`src/verilog/clock_config_cfg.svh`:
```
// Purpose: Decoder constants
// Assumes: Aligned 32-bit registers
// Notes:   Byte offsets
`ifndef CLOCK_CONFIG_CFG_SVH
`define CLOCK_CONFIG_CFG_SVH

// Configuration word layout
`define CFG_WORD_W          24
`define CFG_TWO_SPEED_BIT   15
`define CFG_RSVD_HI_MSB     23
`define CFG_RSVD_HI_LSB     16
`define CFG_RSVD_LO_MSB     14
`define CFG_RSVD_LO_LSB     11
`define CFG_OSC_SEL_MSB     10
`define CFG_OSC_SEL_LSB     8
`define CFG_CLK_SW_MSB      7
`define CFG_CLK_SW_LSB      6
`define CFG_OSC_PIN_FN_BIT  5
`define CFG_ONE_WAY_BIT     4
`define CFG_TWOWIRE_BIT     2
`define CFG_PRI_MODE_MSB    1
`define CFG_PRI_MODE_LSB    0

// Register offsets
`define OFF_CFG_WORD        12'h000
`define OFF_DECODE_STATUS   12'h004
`define OFF_LOCK_CTRL       12'h008
`define OFF_UNLOCK_KEY      12'h00C
`define OFF_PIN_SELECT      12'h010
`define OFF_GPIO_CTRL       12'h014

// Decode status field positions
`define ST_SRC_LSB          0
`define ST_USE_PLL_BIT      3
`define ST_POSTSCALE_BIT    4
`define ST_SRC_RSVD_BIT     5
`define ST_TWO_SPEED_BIT    6
`define ST_CLK_SW_BIT       7
`define ST_MON_BIT          8
`define ST_PIN_CLK_BIT      9
`define ST_PIN_GPIO_BIT     10
`define ST_TWOWIRE_BIT      11
`define ST_ONE_WAY_BIT      12
`define ST_LOCK_BIT         13
`define ST_ARMED_BIT        14

// Lock and gpio fields
`define LOCK_BIT            0
`define GPIO_OUT_BIT        0
`define GPIO_OE_BIT         1
`define GPIO_IN_BIT         2

// Unlock keys, written back to back
`define UNLOCK_KEY1         32'h0000_46A5
`define UNLOCK_KEY2         32'h0000_57B6

// Reset values
`define RST_PIN_SELECT      32'h0000_0000
`define RST_WORD            32'h0000_0000

`endif

```
`src/verilog/clock_config_pkg.sv`:
```
// Purpose: Types for the clock configuration word decoder
// Assumes: Nothing beyond the cfg header
// Notes:   Constants live in clock_config_cfg.svh
package clock_config_pkg;

   // Initial oscillator select codes
   typedef enum logic [2:0] {
      SRC_FAST_RC          = 3'b000,
      SRC_FAST_RC_POST_PLL = 3'b001,
      SRC_PRIMARY          = 3'b010,
      SRC_PRIMARY_PLL      = 3'b011,
      SRC_SECONDARY        = 3'b100,
      SRC_LOW_POWER_RC     = 3'b101,
      SRC_RESERVED         = 3'b110,
      SRC_FAST_RC_POST     = 3'b111
   } osc_src_t;

   // Unlock sequence states
   typedef enum logic [1:0] {
      UNL_IDLE  = 2'b00,
      UNL_KEY1  = 2'b01,
      UNL_ARMED = 2'b10
   } unlock_state_t;

endpackage : clock_config_pkg

```
`src/verilog/clock_config_word_decoder.sv`:
```
// Purpose: Latch and decode the clock configuration word
// Assumes: mclk is the system clock; cfg_word stable at reset
// Notes:   APB slave, no wait states
// Functional notes
// Bit 15 enables two-speed start-up.
// Bits 23-16 and 14-11 reserved, unused.
// Select field bits 10-8; 111 is postscaled fast RC.
// Select code 110 reserved, no source.
// Code 101: low-power RC.
// Code 100: secondary oscillator.
// Code 011: primary oscillator with PLL.
// Code 010: primary oscillator, no PLL.
// Code 001: postscaled fast RC with PLL.
// Code 000: fast RC, no postscaler, no PLL.
// Bits 7-6; upper bit set disables switching and monitor.
// Field 01: switching on, monitor off.
// Field 00: switching and monitor on.
// Bit 5 honoured only in primary modes 11 and 00.
// Honoured bit 5 set: pin carries clock halved.
// Honoured bit 5 clear: pin is general-purpose port bit.
// Primary modes 10 and 01 ignore bit 5.
// One-way: lock sets once after unlock; then pin-select writes refused.
// Else lock sets and clears, each after unlock.
// Bit 2 set routes second two-wire port to primary pins.
// Word latched at reset, decode held until next reset.
`include "clock_config_cfg.svh"
`timescale 1ns/1ps
`default_nettype none

module clock_config_word_decoder #(
   parameter int CFG_WIDTH = `CFG_WORD_W,
   parameter int PPS_WIDTH = 32
) (
   // Clock and reset
   input  wire  logic                       mclk,
   input  wire  logic                       nrst,
   // Nonvolatile configuration word
   input  wire  logic [CFG_WIDTH-1:0]       cfg_word,
   // APB slave
   input  wire  logic                       psel,
   input  wire  logic                       penable,
   input  wire  logic                       pwrite,
   input  wire  logic [11:0]                paddr,
   input  wire  logic [31:0]                pwdata,
   output logic       [31:0]                prdata,
   output logic                             pready,
   output logic                             pslverr,
   // Decoded oscillator selection
   output logic       [2:0]                 initial_osc_select,
   output logic                             src_use_pll,
   output logic                             src_use_postscaler,
   output logic                             src_reserved,
   output logic                             two_speed_startup_en,
   output logic                             clk_switch_en,
   output logic                             fail_safe_mon_en,
   // Oscillator-output pin
   input  wire  logic                       osc_output_pin_in,
   output logic                             osc_output_pin_out,
   output logic                             osc_output_pin_oe,
   // Pin mux
   output logic                             second_twowire_pin_choice,
   output logic                             pin_select_lock,
   output logic       [PPS_WIDTH-1:0]       pin_select_value
);

   initial begin
      if (CFG_WIDTH != `CFG_WORD_W) begin
         $error("CFG_WIDTH must be 24");
      end
      if (PPS_WIDTH < 1 || PPS_WIDTH > 32) begin
         $error("PPS_WIDTH must be 1 to 32");
      end
   end

   // Configuration capture
   logic [CFG_WIDTH-1:0] cfg_reg;
   logic                 cfg_valid_reg;

   // Captured one edge after release
   always_ff @(posedge mclk) begin
      if (!nrst) begin
         cfg_valid_reg <= 1'b0;
      end else begin
         cfg_valid_reg <= 1'b1;
      end
   end

   always_ff @(posedge mclk) begin
      if (!nrst) begin
         cfg_reg <= '0;
      end else if (!cfg_valid_reg) begin
         cfg_reg <= cfg_word;
      end
   end

   // Field extraction; reserved bits 23-16 and 14-11 are only read back, never decoded
   wire       two_speed_bit = cfg_reg[`CFG_TWO_SPEED_BIT];
   wire [2:0] osc_sel_fld   = cfg_reg[`CFG_OSC_SEL_MSB:`CFG_OSC_SEL_LSB];
   wire [1:0] clk_sw_fld    = cfg_reg[`CFG_CLK_SW_MSB:`CFG_CLK_SW_LSB];
   wire       pin_fn_bit    = cfg_reg[`CFG_OSC_PIN_FN_BIT];
   wire       one_way_bit   = cfg_reg[`CFG_ONE_WAY_BIT];
   wire       twowire_bit   = cfg_reg[`CFG_TWOWIRE_BIT];
   wire [1:0] pri_mode_fld  = cfg_reg[`CFG_PRI_MODE_MSB:`CFG_PRI_MODE_LSB];

   // Oscillator source decode
   clock_config_pkg::osc_src_t src_dec;
   logic                       pll_dec;
   logic                       post_dec;
   logic                       rsvd_dec;

   always_comb begin
      src_dec  = clock_config_pkg::osc_src_t'(osc_sel_fld);
      pll_dec  = 1'b0;
      post_dec = 1'b0;
      rsvd_dec = 1'b0;
      case (osc_sel_fld)
         3'b111: begin
            post_dec = 1'b1;
         end
         3'b110: begin
            rsvd_dec = 1'b1;
         end
         3'b101: begin
            pll_dec = 1'b0;
         end
         3'b100: begin
            pll_dec = 1'b0;
         end
         3'b011: begin
            pll_dec = 1'b1;
         end
         3'b010: begin
            pll_dec = 1'b0;
         end
         3'b001: begin
            pll_dec  = 1'b1;
            post_dec = 1'b1;
         end
         3'b000: begin
            pll_dec = 1'b0;
         end
         default: begin
            rsvd_dec = 1'b1;
         end
      endcase
   end

   // Switching and monitor decode
   wire sw_dec  = ~clk_sw_fld[1];
   wire mon_dec = (clk_sw_fld == 2'b00);

   // Pin function: honoured only in primary modes 11 and 00
   wire pin_honoured = (pri_mode_fld == 2'b11) || (pri_mode_fld == 2'b00);
   wire pin_clk_dec  = pin_honoured & pin_fn_bit;
   wire pin_gpio_dec = pin_honoured & ~pin_fn_bit;

   // Decoded outputs, frozen once the word is captured
   logic [2:0] src_reg;
   logic       pll_reg;
   logic       post_reg;
   logic       rsvd_reg;
   logic       two_speed_reg;
   logic       sw_reg;
   logic       mon_reg;
   logic       pin_clk_reg;
   logic       pin_gpio_reg;
   logic       twowire_reg;
   logic       one_way_reg;

   always_ff @(posedge mclk) begin
      if (!nrst) begin
         src_reg       <= 3'h0;
         pll_reg       <= 1'b0;
         post_reg      <= 1'b0;
         rsvd_reg      <= 1'b0;
         two_speed_reg <= 1'b0;
         sw_reg        <= 1'b0;
         mon_reg       <= 1'b0;
         pin_clk_reg   <= 1'b0;
         pin_gpio_reg  <= 1'b0;
         twowire_reg   <= 1'b0;
         one_way_reg   <= 1'b0;
      end else begin
         src_reg       <= src_dec;
         pll_reg       <= pll_dec;
         post_reg      <= post_dec;
         rsvd_reg      <= rsvd_dec;
         two_speed_reg <= two_speed_bit;
         sw_reg        <= sw_dec;
         mon_reg       <= mon_dec;
         pin_clk_reg   <= pin_clk_dec;
         pin_gpio_reg  <= pin_gpio_dec;
         twowire_reg   <= twowire_bit;
         one_way_reg   <= one_way_bit;
      end
   end

   // APB decode
   wire apb_setup  = psel & ~penable;
   wire apb_access = psel & penable;
   wire wr_xfer    = apb_access & pwrite;
   wire hit_cfg    = (paddr == `OFF_CFG_WORD);
   wire hit_status = (paddr == `OFF_DECODE_STATUS);
   wire hit_lock   = (paddr == `OFF_LOCK_CTRL);
   wire hit_key    = (paddr == `OFF_UNLOCK_KEY);
   wire hit_pps    = (paddr == `OFF_PIN_SELECT);
   wire hit_gpio   = (paddr == `OFF_GPIO_CTRL);
   wire hit_any    = hit_cfg | hit_status | hit_lock | hit_key | hit_pps | hit_gpio;

   // Unlock sequence: key1 then key2 as consecutive writes arms one lock write
   clock_config_pkg::unlock_state_t unl_reg;
   clock_config_pkg::unlock_state_t unl_next;
   logic                            lock_reg;
   logic                            lock_next;
   logic                            lock_refused;

   wire key_wr    = wr_xfer & hit_key;
   wire lock_wr   = wr_xfer & hit_lock;
   wire lock_want = pwdata[`LOCK_BIT];
   wire armed     = (unl_reg == clock_config_pkg::UNL_ARMED);

   always_comb begin
      unl_next = unl_reg;
      case (unl_reg)
         clock_config_pkg::UNL_IDLE: begin
            if (key_wr && pwdata == `UNLOCK_KEY1) begin
               unl_next = clock_config_pkg::UNL_KEY1;
            end
         end
         clock_config_pkg::UNL_KEY1: begin
            if (key_wr && pwdata == `UNLOCK_KEY2) begin
               unl_next = clock_config_pkg::UNL_ARMED;
            end else if (wr_xfer) begin
               unl_next = clock_config_pkg::UNL_IDLE;
            end
         end
         clock_config_pkg::UNL_ARMED: begin
            // Any write spends the unlock, so a stray write cannot leave it open
            if (wr_xfer) begin
               unl_next = clock_config_pkg::UNL_IDLE;
            end
         end
         default: begin
            unl_next = clock_config_pkg::UNL_IDLE;
         end
      endcase
   end

   always_comb begin
      lock_next    = lock_reg;
      lock_refused = 1'b0;
      if (lock_wr && lock_want != lock_reg) begin
         if (!armed) begin
            lock_refused = 1'b1;
         end else if (one_way_reg && !lock_want) begin
            lock_refused = 1'b1;
         end else begin
            lock_next = lock_want;
         end
      end
   end

   always_ff @(posedge mclk) begin
      if (!nrst) begin
         unl_reg  <= clock_config_pkg::UNL_IDLE;
         lock_reg <= 1'b0;
      end else begin
         unl_reg  <= unl_next;
         lock_reg <= lock_next;
      end
   end

   // Pin-select register, refused once locked
   logic [PPS_WIDTH-1:0] pps_reg;
   wire                  pps_wr      = wr_xfer & hit_pps;
   wire                  pps_refused = pps_wr & lock_reg;

   always_ff @(posedge mclk) begin
      if (!nrst) begin
         pps_reg <= PPS_WIDTH'(`RST_PIN_SELECT);
      end else if (pps_wr && !lock_reg) begin
         pps_reg <= pwdata[PPS_WIDTH-1:0];
      end
   end

   // General-purpose port bit on the oscillator-output pin
   logic gpio_out_reg;
   logic gpio_oe_reg;
   wire  gpio_wr = wr_xfer & hit_gpio;

   always_ff @(posedge mclk) begin
      if (!nrst) begin
         gpio_out_reg <= 1'b0;
         gpio_oe_reg  <= 1'b0;
      end else if (gpio_wr) begin
         gpio_out_reg <= pwdata[`GPIO_OUT_BIT];
         gpio_oe_reg  <= pwdata[`GPIO_OE_BIT];
      end
   end

   // System clock halved for the pin; runs only while clock-out is selected
   logic div2_reg;

   always_ff @(posedge mclk) begin
      if (!nrst) begin
         div2_reg <= 1'b0;
      end else if (pin_clk_reg) begin
         div2_reg <= ~div2_reg;
      end else begin
         div2_reg <= 1'b0;
      end
   end

   logic pin_out_reg;
   logic pin_oe_reg;
   wire  pin_out_next = pin_clk_reg ? ~div2_reg : gpio_out_reg;
   // Modes 10 and 01 leave the pin to the oscillator circuit
   wire  pin_oe_next  = pin_clk_reg | (pin_gpio_reg & gpio_oe_reg);

   always_ff @(posedge mclk) begin
      if (!nrst) begin
         pin_out_reg <= 1'b0;
         pin_oe_reg  <= 1'b0;
      end else begin
         pin_out_reg <= pin_gpio_reg | pin_clk_reg ? pin_out_next : 1'b0;
         pin_oe_reg  <= pin_oe_next;
      end
   end

   // Read data captured in the setup phase, shown in the access phase
   logic [31:0] status_word;
   logic [31:0] rd_mux;
   logic [31:0] prdata_reg;
   logic        pslverr_next;

   always_comb begin
      status_word = `RST_WORD;
      status_word[`ST_SRC_LSB +: 3]    = src_reg;
      status_word[`ST_USE_PLL_BIT]     = pll_reg;
      status_word[`ST_POSTSCALE_BIT]   = post_reg;
      status_word[`ST_SRC_RSVD_BIT]    = rsvd_reg;
      status_word[`ST_TWO_SPEED_BIT]   = two_speed_reg;
      status_word[`ST_CLK_SW_BIT]      = sw_reg;
      status_word[`ST_MON_BIT]         = mon_reg;
      status_word[`ST_PIN_CLK_BIT]     = pin_clk_reg;
      status_word[`ST_PIN_GPIO_BIT]    = pin_gpio_reg;
      status_word[`ST_TWOWIRE_BIT]     = twowire_reg;
      status_word[`ST_ONE_WAY_BIT]     = one_way_reg;
      status_word[`ST_LOCK_BIT]        = lock_reg;
      status_word[`ST_ARMED_BIT]       = armed;
   end

   always_comb begin
      rd_mux = `RST_WORD;
      if (hit_cfg) begin
         rd_mux[CFG_WIDTH-1:0] = cfg_reg;
      end else if (hit_status) begin
         rd_mux = status_word;
      end else if (hit_lock) begin
         rd_mux[`LOCK_BIT] = lock_reg;
      end else if (hit_pps) begin
         rd_mux[PPS_WIDTH-1:0] = pps_reg;
      end else if (hit_gpio) begin
         rd_mux[`GPIO_OUT_BIT] = gpio_out_reg;
         rd_mux[`GPIO_OE_BIT]  = gpio_oe_reg;
         rd_mux[`GPIO_IN_BIT]  = osc_output_pin_in;
      end
   end

   always_ff @(posedge mclk) begin
      if (!nrst) begin
         prdata_reg <= `RST_WORD;
      end else if (apb_setup && !pwrite) begin
         prdata_reg <= rd_mux;
      end
   end

   // Unmapped addresses, read-only registers and refused lock or pin writes
   wire ro_write = pwrite & (hit_cfg | hit_status);
   always_comb begin
      pslverr_next = 1'b0;
      if (apb_access) begin
         pslverr_next = ~hit_any | ro_write | pps_refused | lock_refused;
      end
   end

   assign prdata                    = prdata_reg;
   assign pready                    = 1'b1;
   assign pslverr                   = pslverr_next;
   assign initial_osc_select        = src_reg;
   assign src_use_pll               = pll_reg;
   assign src_use_postscaler        = post_reg;
   assign src_reserved              = rsvd_reg;
   assign two_speed_startup_en      = two_speed_reg;
   assign clk_switch_en             = sw_reg;
   assign fail_safe_mon_en          = mon_reg;
   assign osc_output_pin_out        = pin_out_reg;
   assign osc_output_pin_oe         = pin_oe_reg;
   assign second_twowire_pin_choice = twowire_reg;
   assign pin_select_lock           = lock_reg;
   assign pin_select_value          = pps_reg;

endmodule : clock_config_word_decoder

`default_nettype wire

```
`config.mk`:
```
export PLATFORM = sky130hd
export DESIGN_NAME = clock_config_word_decoder
export DESIGN_NICKNAME = d
export VERILOG_FILES = /design/src/verilog/clock_config_pkg.sv /design/src/verilog/clock_config_word_decoder.sv
export VERILOG_INCLUDE_DIRS = /design/src /design/src/verilog
export SDC_FILE = /design/constraint.sdc
export NUM_CORES = 1
export LEC_CHECK = 0
export ABC_AREA = 1
export BUFFER_PORTS_ARGS = -buffer_cell sky130_fd_sc_hd__buf_2
export CORE_MARGIN = 2
export CORE_UTILIZATION = 25
export CTS_CLUSTER_DIAMETER = 60
export CTS_CLUSTER_SIZE = 25
export DETAILED_ROUTE_END_ITERATION = 16
export SLEW_MARGIN = 20
export SYNTH_ARGS = -nofsm -noshare
export SYNTH_HDL_FRONTEND = slang
export SYNTH_SLANG_ARGS = --single-unit
```
`constraint.sdc`:
```
create_clock -name mclk -period 1.4 [get_ports mclk]
set_input_delay 0.28 -clock mclk [delete_from_list [all_inputs] [get_ports mclk]]
set_output_delay 0.28 -clock mclk [all_outputs]
set_load 0.01 [all_outputs]
```
-- Word-level counts from Yosys, hierarchy flattened
Cells that the tools add are included.
- flip-flop bits (word level): 110
- bits of input ports: 74
- output and inout bits: 79
- logic and storage cells: 106
- equal/unequal tests: 16
- multiplexer cells: 21
- bitwise logic cells: 28
- reduce and logical (&&, ||, !) cells: 19
- operators by type and width (cell ; number):
    32-bit by 15-bit equality test with 1-bit output (second input constant) ; 2
    32-bit two-way mux ; 1
    31-bit two-way mux ; 1
    29-bit two-way mux ; 1
    12-bit by 4-bit equality test with 1-bit output (second input constant) ; 2
    12-bit by 5-bit equality test with 1-bit output (second input constant) ; 2
    24-bit two-way mux ; 1
    1-bit AND ; 12
    12-bit by 3-bit equality test with 1-bit output (second input constant) ; 1
    12-bit zero test ; 1
    1-bit two-way mux ; 10
    1-bit OR ; 10
    8-bit two-way mux ; 1
    3-bit equality test (second input constant) ; 2
    1-bit logical AND ; 6
    2-bit zero test ; 3
    2-bit two-way mux ; 3
    3-bit two-way mux ; 2
    1-bit NOT ; 6
    2-bit one-hot mux with 3 select lines ; 1
    2-bit equality test (second input constant) ; 2
    2-bit AND reduction ; 2
    2-bit OR reduction ; 2
    3-bit by 1-bit equality test with 1-bit output (second input constant) ; 1
    other kinds (7) ; 9

-- Depth between registers and ports, before layout
- depth in word-level cells: 11
- depth in mapped cells: 11
- mapped depth without buffers: 10

-- Least setup slack after synthesis
Ideal clock, no wire load.
- kind: input -> register
- from: in paddr[9]
- to: reg pps_reg[20], in the netlist pin_select_value[20]
- setup time: 0.120 ns
- arrival time: 1.389 ns
- required time: 1.280 ns
- setup slack: -0.109 ns
- stages: 7
- path buffers: 1
- path through: nor2_1 > nand2_2 > nor2_4 > nand2_2 > nor3_4 > buf_4 > a21oi_1
- word-level cells in the longest chain between the ends: 3
- ends and longest elaborated chain (what ; line ; source):
    start, declared ; clock_config_word_decoder.sv:43 ; input wire logic [11:0] paddr,
    12-bit by 5-bit equality test with 1-bit output (no line) ; n/a ;
    1-bit AND ; clock_config_word_decoder.sv:275 ; wire pps_wr = wr_xfer & hit_pps;
    1-bit logical AND ; clock_config_word_decoder.sv:281 ; end else if (pps_wr && !lock_reg) begin
    end signal, assigned ; clock_config_word_decoder.sv:280 ; pps_reg <= PPS_WIDTH'(`RST_PIN_SELECT);
    end signal, assigned ; clock_config_word_decoder.sv:282 ; pps_reg <= pwdata[PPS_WIDTH-1:0];
    end, declared ; clock_config_word_decoder.sv:274 ; logic [PPS_WIDTH-1:0] pps_reg;
No other way between the ends.
A chain may end at the register's enable or synchronous reset.

-- Worst setup path after layout
- from: reg unl_reg[1]
- to: out pslverr
- word-level cells in the longest chain between the ends: 5
- ends and longest elaborated chain (what ; line ; source):
    start, declared ; clock_config_word_decoder.sv:211 ; clock_config_pkg::unlock_state_t unl_reg;
    start signal, assigned ; clock_config_word_decoder.sv:265 ; unl_reg <= clock_config_pkg::UNL_IDLE;
    start signal, assigned ; clock_config_word_decoder.sv:268 ; unl_reg <= unl_next;
    2-bit equality test ; clock_config_word_decoder.sv:220 ; wire armed = (unl_reg == clock_config_pkg::UNL_ARMED);
    1-bit two-way mux ; clock_config_word_decoder.sv:253 ; if (!armed) begin
    1-bit two-way mux ; clock_config_word_decoder.sv:252 ; if (lock_wr && lock_want != lock_reg) begin
    1-bit OR ; clock_config_word_decoder.sv:383 ; pslverr_next = ~hit_any | ro_write | pps_refused | lock_refused;
    1-bit two-way mux ; clock_config_word_decoder.sv:382 ; if (apb_access) begin
    end, declared ; clock_config_word_decoder.sv:47 ; output logic pslverr,
No other way between the ends.

==> metrics.md <==
| Metric | Value |
|---|---|
| Status | `finished with violations` |
| Failing checks | `setup timing` |
| Post-Place Worst Slack | `-0.3630 ns` |
| # DRC | `0` |
| Via density | `4.388` |
| FMAX | `584.8 MHz` |
| Share of cells above drive strength 1 | `34.51%` |
| Netlist Area Pre-Place | `4654 um^2` |
| Final worst setup slack | `-0.3099 ns` |
| Final Critical Period | `1.710 ns` |
| Clk Latency, worst-skew pair | `0.36 ns` |
| Syn Nets | `698` |
| Total clock sinks | `110` |
| Post-route insts no fill | `1,049` |
| Post-Syn Instances | `624` |
| Syn Area/Cell | `7.459 um^2` |
| Crit path buf inv count | `2` |
| RD Place Congestion | `0.8236` |
| GRT overflow | `0` |
| FF-to-FF End | `pin_select_value[19]$_SDFFE_PN0P_` |
| GR Util All Layers | `15.01%` |
| Clock Path Buffers | `2` |
| I/O pin count | `153` |
| Synthesis-to-layout area growth | `39.38%` |
| Fin nets | `889` |
| CP max FO | `2` |
| Tcrit/Tclk final | `122.1%` |
| FP Rows | `49` |
| CTS tree | `yes` |
| Post-layout util | `35.87%` |
| Initial Utilization | `25.74%` |
| Reg-to-reg slack, setup | `0.05 ns` |
| Kind of critical path | `reg2out` |
| Cell variety after synth | `27` |
| Number of CTS-inserted buffers | `9` |
| Post-synthesis sequential area ratio | `47.31%` |
| Hold EP | `cfg_reg[17]$_SDFFE_PN0N_` |
| Htree depth | `3` |
| CP Capture Type | `primary output` |
| Vias in the first global route | `4,388` |
| Initial detailed-routing violation count | `214` |
| Setup violators final | `1` |
| Data arrival, critical path | `1.43 ns` |
| Die H | `140.4 um` |
| Clock transition at path regs | `0.08 ns` |
| Hold_sp | `cfg_word[17]` |
| Detail Placement HPWL | `11,380 um` |
| Initial DRT Pass Iterations | `4` |
| Synth top area share | `47.31%` |
| Largest net degree at the start of global routing | `45` |
| Clk_skew | `0.006647 ns` |
| Initial antenna violation count | `0` |
| Full die area | `19,720 um^2` |
| Max-slew violations | `0` |
| Final WL | `15,320 um` |
| Unrepaired setup endpoints after global routing | `yes` |
| Largest stage delay on the critical path | `0.35 ns` |
| Final Hold Fails | `0` |
| Vias post-DR | `4,603` |
| Most common cell on crit path | `nor2_2` |
| Critical Path Slowest Stage Cell | `dfxtp_2` |
| WP data required | `1.12 ns` |
| Cell Chain, Critical Path | `inv_2 -> nor2_2 -> nand2_1 -> nand4_1 -> nand3_1 -> nor2_2 -> nor2_2 -> buf_2` |
| ANT cells | `0` |
| Biggest area consumer among synthesized cells | `dfxtp_1` |
| Synth area leaders | `dfxtp_1 47%, inv_1 7.8%, nand2_1 7.8%, o21ai_0 6.7%, a21oi_2 4.7%` |
| Tightest Pin Transition | `0.5107 ns` |
| R2R Path Start | `pin_select_lock$_SDFFE_PN0P_` |
| Placed cells | `1,025` |
| Port buffer count | `151` |
| Tot Pwr | `0.006483 W` |
| CTS root buf | `clkbuf_16` |
| Hold WC Path Type | `in2reg` |
| Hold Crit Depth | `3` |
| Worst R2R Path Depth | `6` |
| First-pass GRT wire length | `23,030 um` |
| Startpoint class of the critical path | `flop` |
| Routed wire length per instance | `14.61 um` |
| YS warnings | `0` |
| Power Density | `999.2 nW/um^2` |
| Routed Antenna Nets | `0` |
| Max-slew headroom | `65.59%` |
| Core area | `18,090 um^2` |
| Leakage | `3.143 nW` |
| Worst IR Drop VDD | `0.0008668 V` |
| Die X | `140.4 um` |
| Max_cap viols | `0` |
| Yosys reg bits | `110` |
| # fillers | `1,929` |
| CP delay by family, top | `simple AND/OR/NAND/NOR gates` |
-- cells in the mapped netlist --
cell,count
nor2_4,2
buf_1,1
nand3_1,30
nand4_1,11
buf_6,3
o2111ai_1,2
conb_1,1
dfxtp_1,110
or2_2,1
nand3_2,1
a21oi_2,25
nor3_4,1
clkbuf_1,20
o21ai_0,62
nand2_1,97
buf_4,4
a21oi_1,39
nor2_2,1
a31oi_1,12
o211ai_1,10
clkinv_1,2
o21ai_1,28
nand2_2,2
buf_2,4
inv_1,97
nor3_1,6
nor2_1,52
-- per-stage QoR --
stage / hold slack (ns) / instance area, um^2 / TNS [ns]
6_report: 0.1479 / 6487 / -0.3099
4_1_cts: 0.1383 / 6391 / -0.3170
2_1_floorplan: 0.3077 / 4707 / -1.523
3_3_place_gp: 0.4151 / 6073 / -13.14
5_1_grt: 0.1647 / 6487 / -0.4335
3_5_place_dp: 0.4108 / 6073 / -14.07
-- worst max-delay path by stage --
stage,startpoint,endpoint,slack [ns],depth (start not counted)
finish,unl_reg[1]$_SDFFE_PN0P_,pslverr,-0.31,8
global route,pin_select_lock$_SDFFE_PN0P_,pslverr,-0.42,7
CTS,unl_reg[1]$_SDFFE_PN0P_,pslverr,-0.32,8
detailed placement,paddr[4],prdata[2]$_SDFFE_PN0P_,-0.36,10
global placement,paddr[4],prdata[2]$_SDFFE_PN0P_,-0.35,10
floorplan,paddr[1],pin_select_value[20]$_SDFFE_PN0P_,-0.07,7
-- worst min-delay path, stage by stage --
cell and delay [ns]:
buf_2 0.07, o21ai_0 0.06, nor2_1 0.07
-- what timing repair did --
| item | CTS | global route |
|---|---|---|
| pin swaps | 6 | 1 |
| gates resized for setup | 6 | 6 |
| hold endpoints to repair | 0 | 0 |
| hold buffers | 0 | 0 |
| setup endpoints to repair | 1 | 31 |
| cloned | 0 | 3 |
| buffers inserted | 2 | 3 |
-- power breakdown --
group | total, W | internal [W] | switching, W | leakage [nW]
sequential | 0.00328 | 0.00323 | 0.0000577 | 0.898
clock | 0.00260 | 0.00126 | 0.00134 | 0.142
combinational | 0.000602 | 0.000260 | 0.000342 | 2.10
-- layer usage --
| metal | routed length (um) | up-vias | global-route usage [%] |
|---|---|---|---|
| li1 | - | 2408 | - |
| met1 | 7142 | 2046 | 19.34 |
| met4 | 145 | 0 | 2.924 |
| met2 | 7009 | 138 | 24.87 |
| met3 | 1027 | 11 | 4.718 |
| met5 | 0 | - | 0 |
-- cell type report --
cell class / instances / area (um^2) / share of cell area [%]
repair buffers: 212 / 1344 / 20.71
well taps: 229 / 286.5 / 4.417
clock inverters: 7 / 66.31 / 1.022
clock buffers: 9 / 225.2 / 3.472
flip-flops and latches: 110 / 2205 / 33.98
inverters: 99 / 375.4 / 5.786
multi-input cells: 383 / 1986 / 30.61
-- cell usage in the layout (no fill, tap or decap), types with 2 or more instances in the layout --
master / instances
inv_2: 2
o21ai_2: 9
buf_4: 50
buf_12: 7
o2111ai_1: 2
nand4_1: 11
dfxtp_2: 2
nor2_1: 46
o211ai_1: 10
dfxtp_1: 108
a21oi_1: 38
buf_2: 151
inv_6: 3
inv_1: 95
nand2_1: 97
nor2_4: 4
nand2_2: 2
a21oi_2: 26
buf_6: 2
nor2_2: 5
nand3_1: 30
nor3_1: 5
o21ai_0: 61
clkinvlp_4: 2
clkbuf_16: 11
o21ai_1: 20
a31oi_1: 12
-- kinds of logic (layout without fill, tap and decap cells) --
group,Yosys count,in the layout,synth area share [%]
DFF,110,110,47.31
buffers and inverters,131,327,11.48
and+or+nand+nor,204,204,18.95
AOI/OAI and AO/OA,178,178,22.18
other,1,1,0.08057
(Power assumes the default switching activity.)
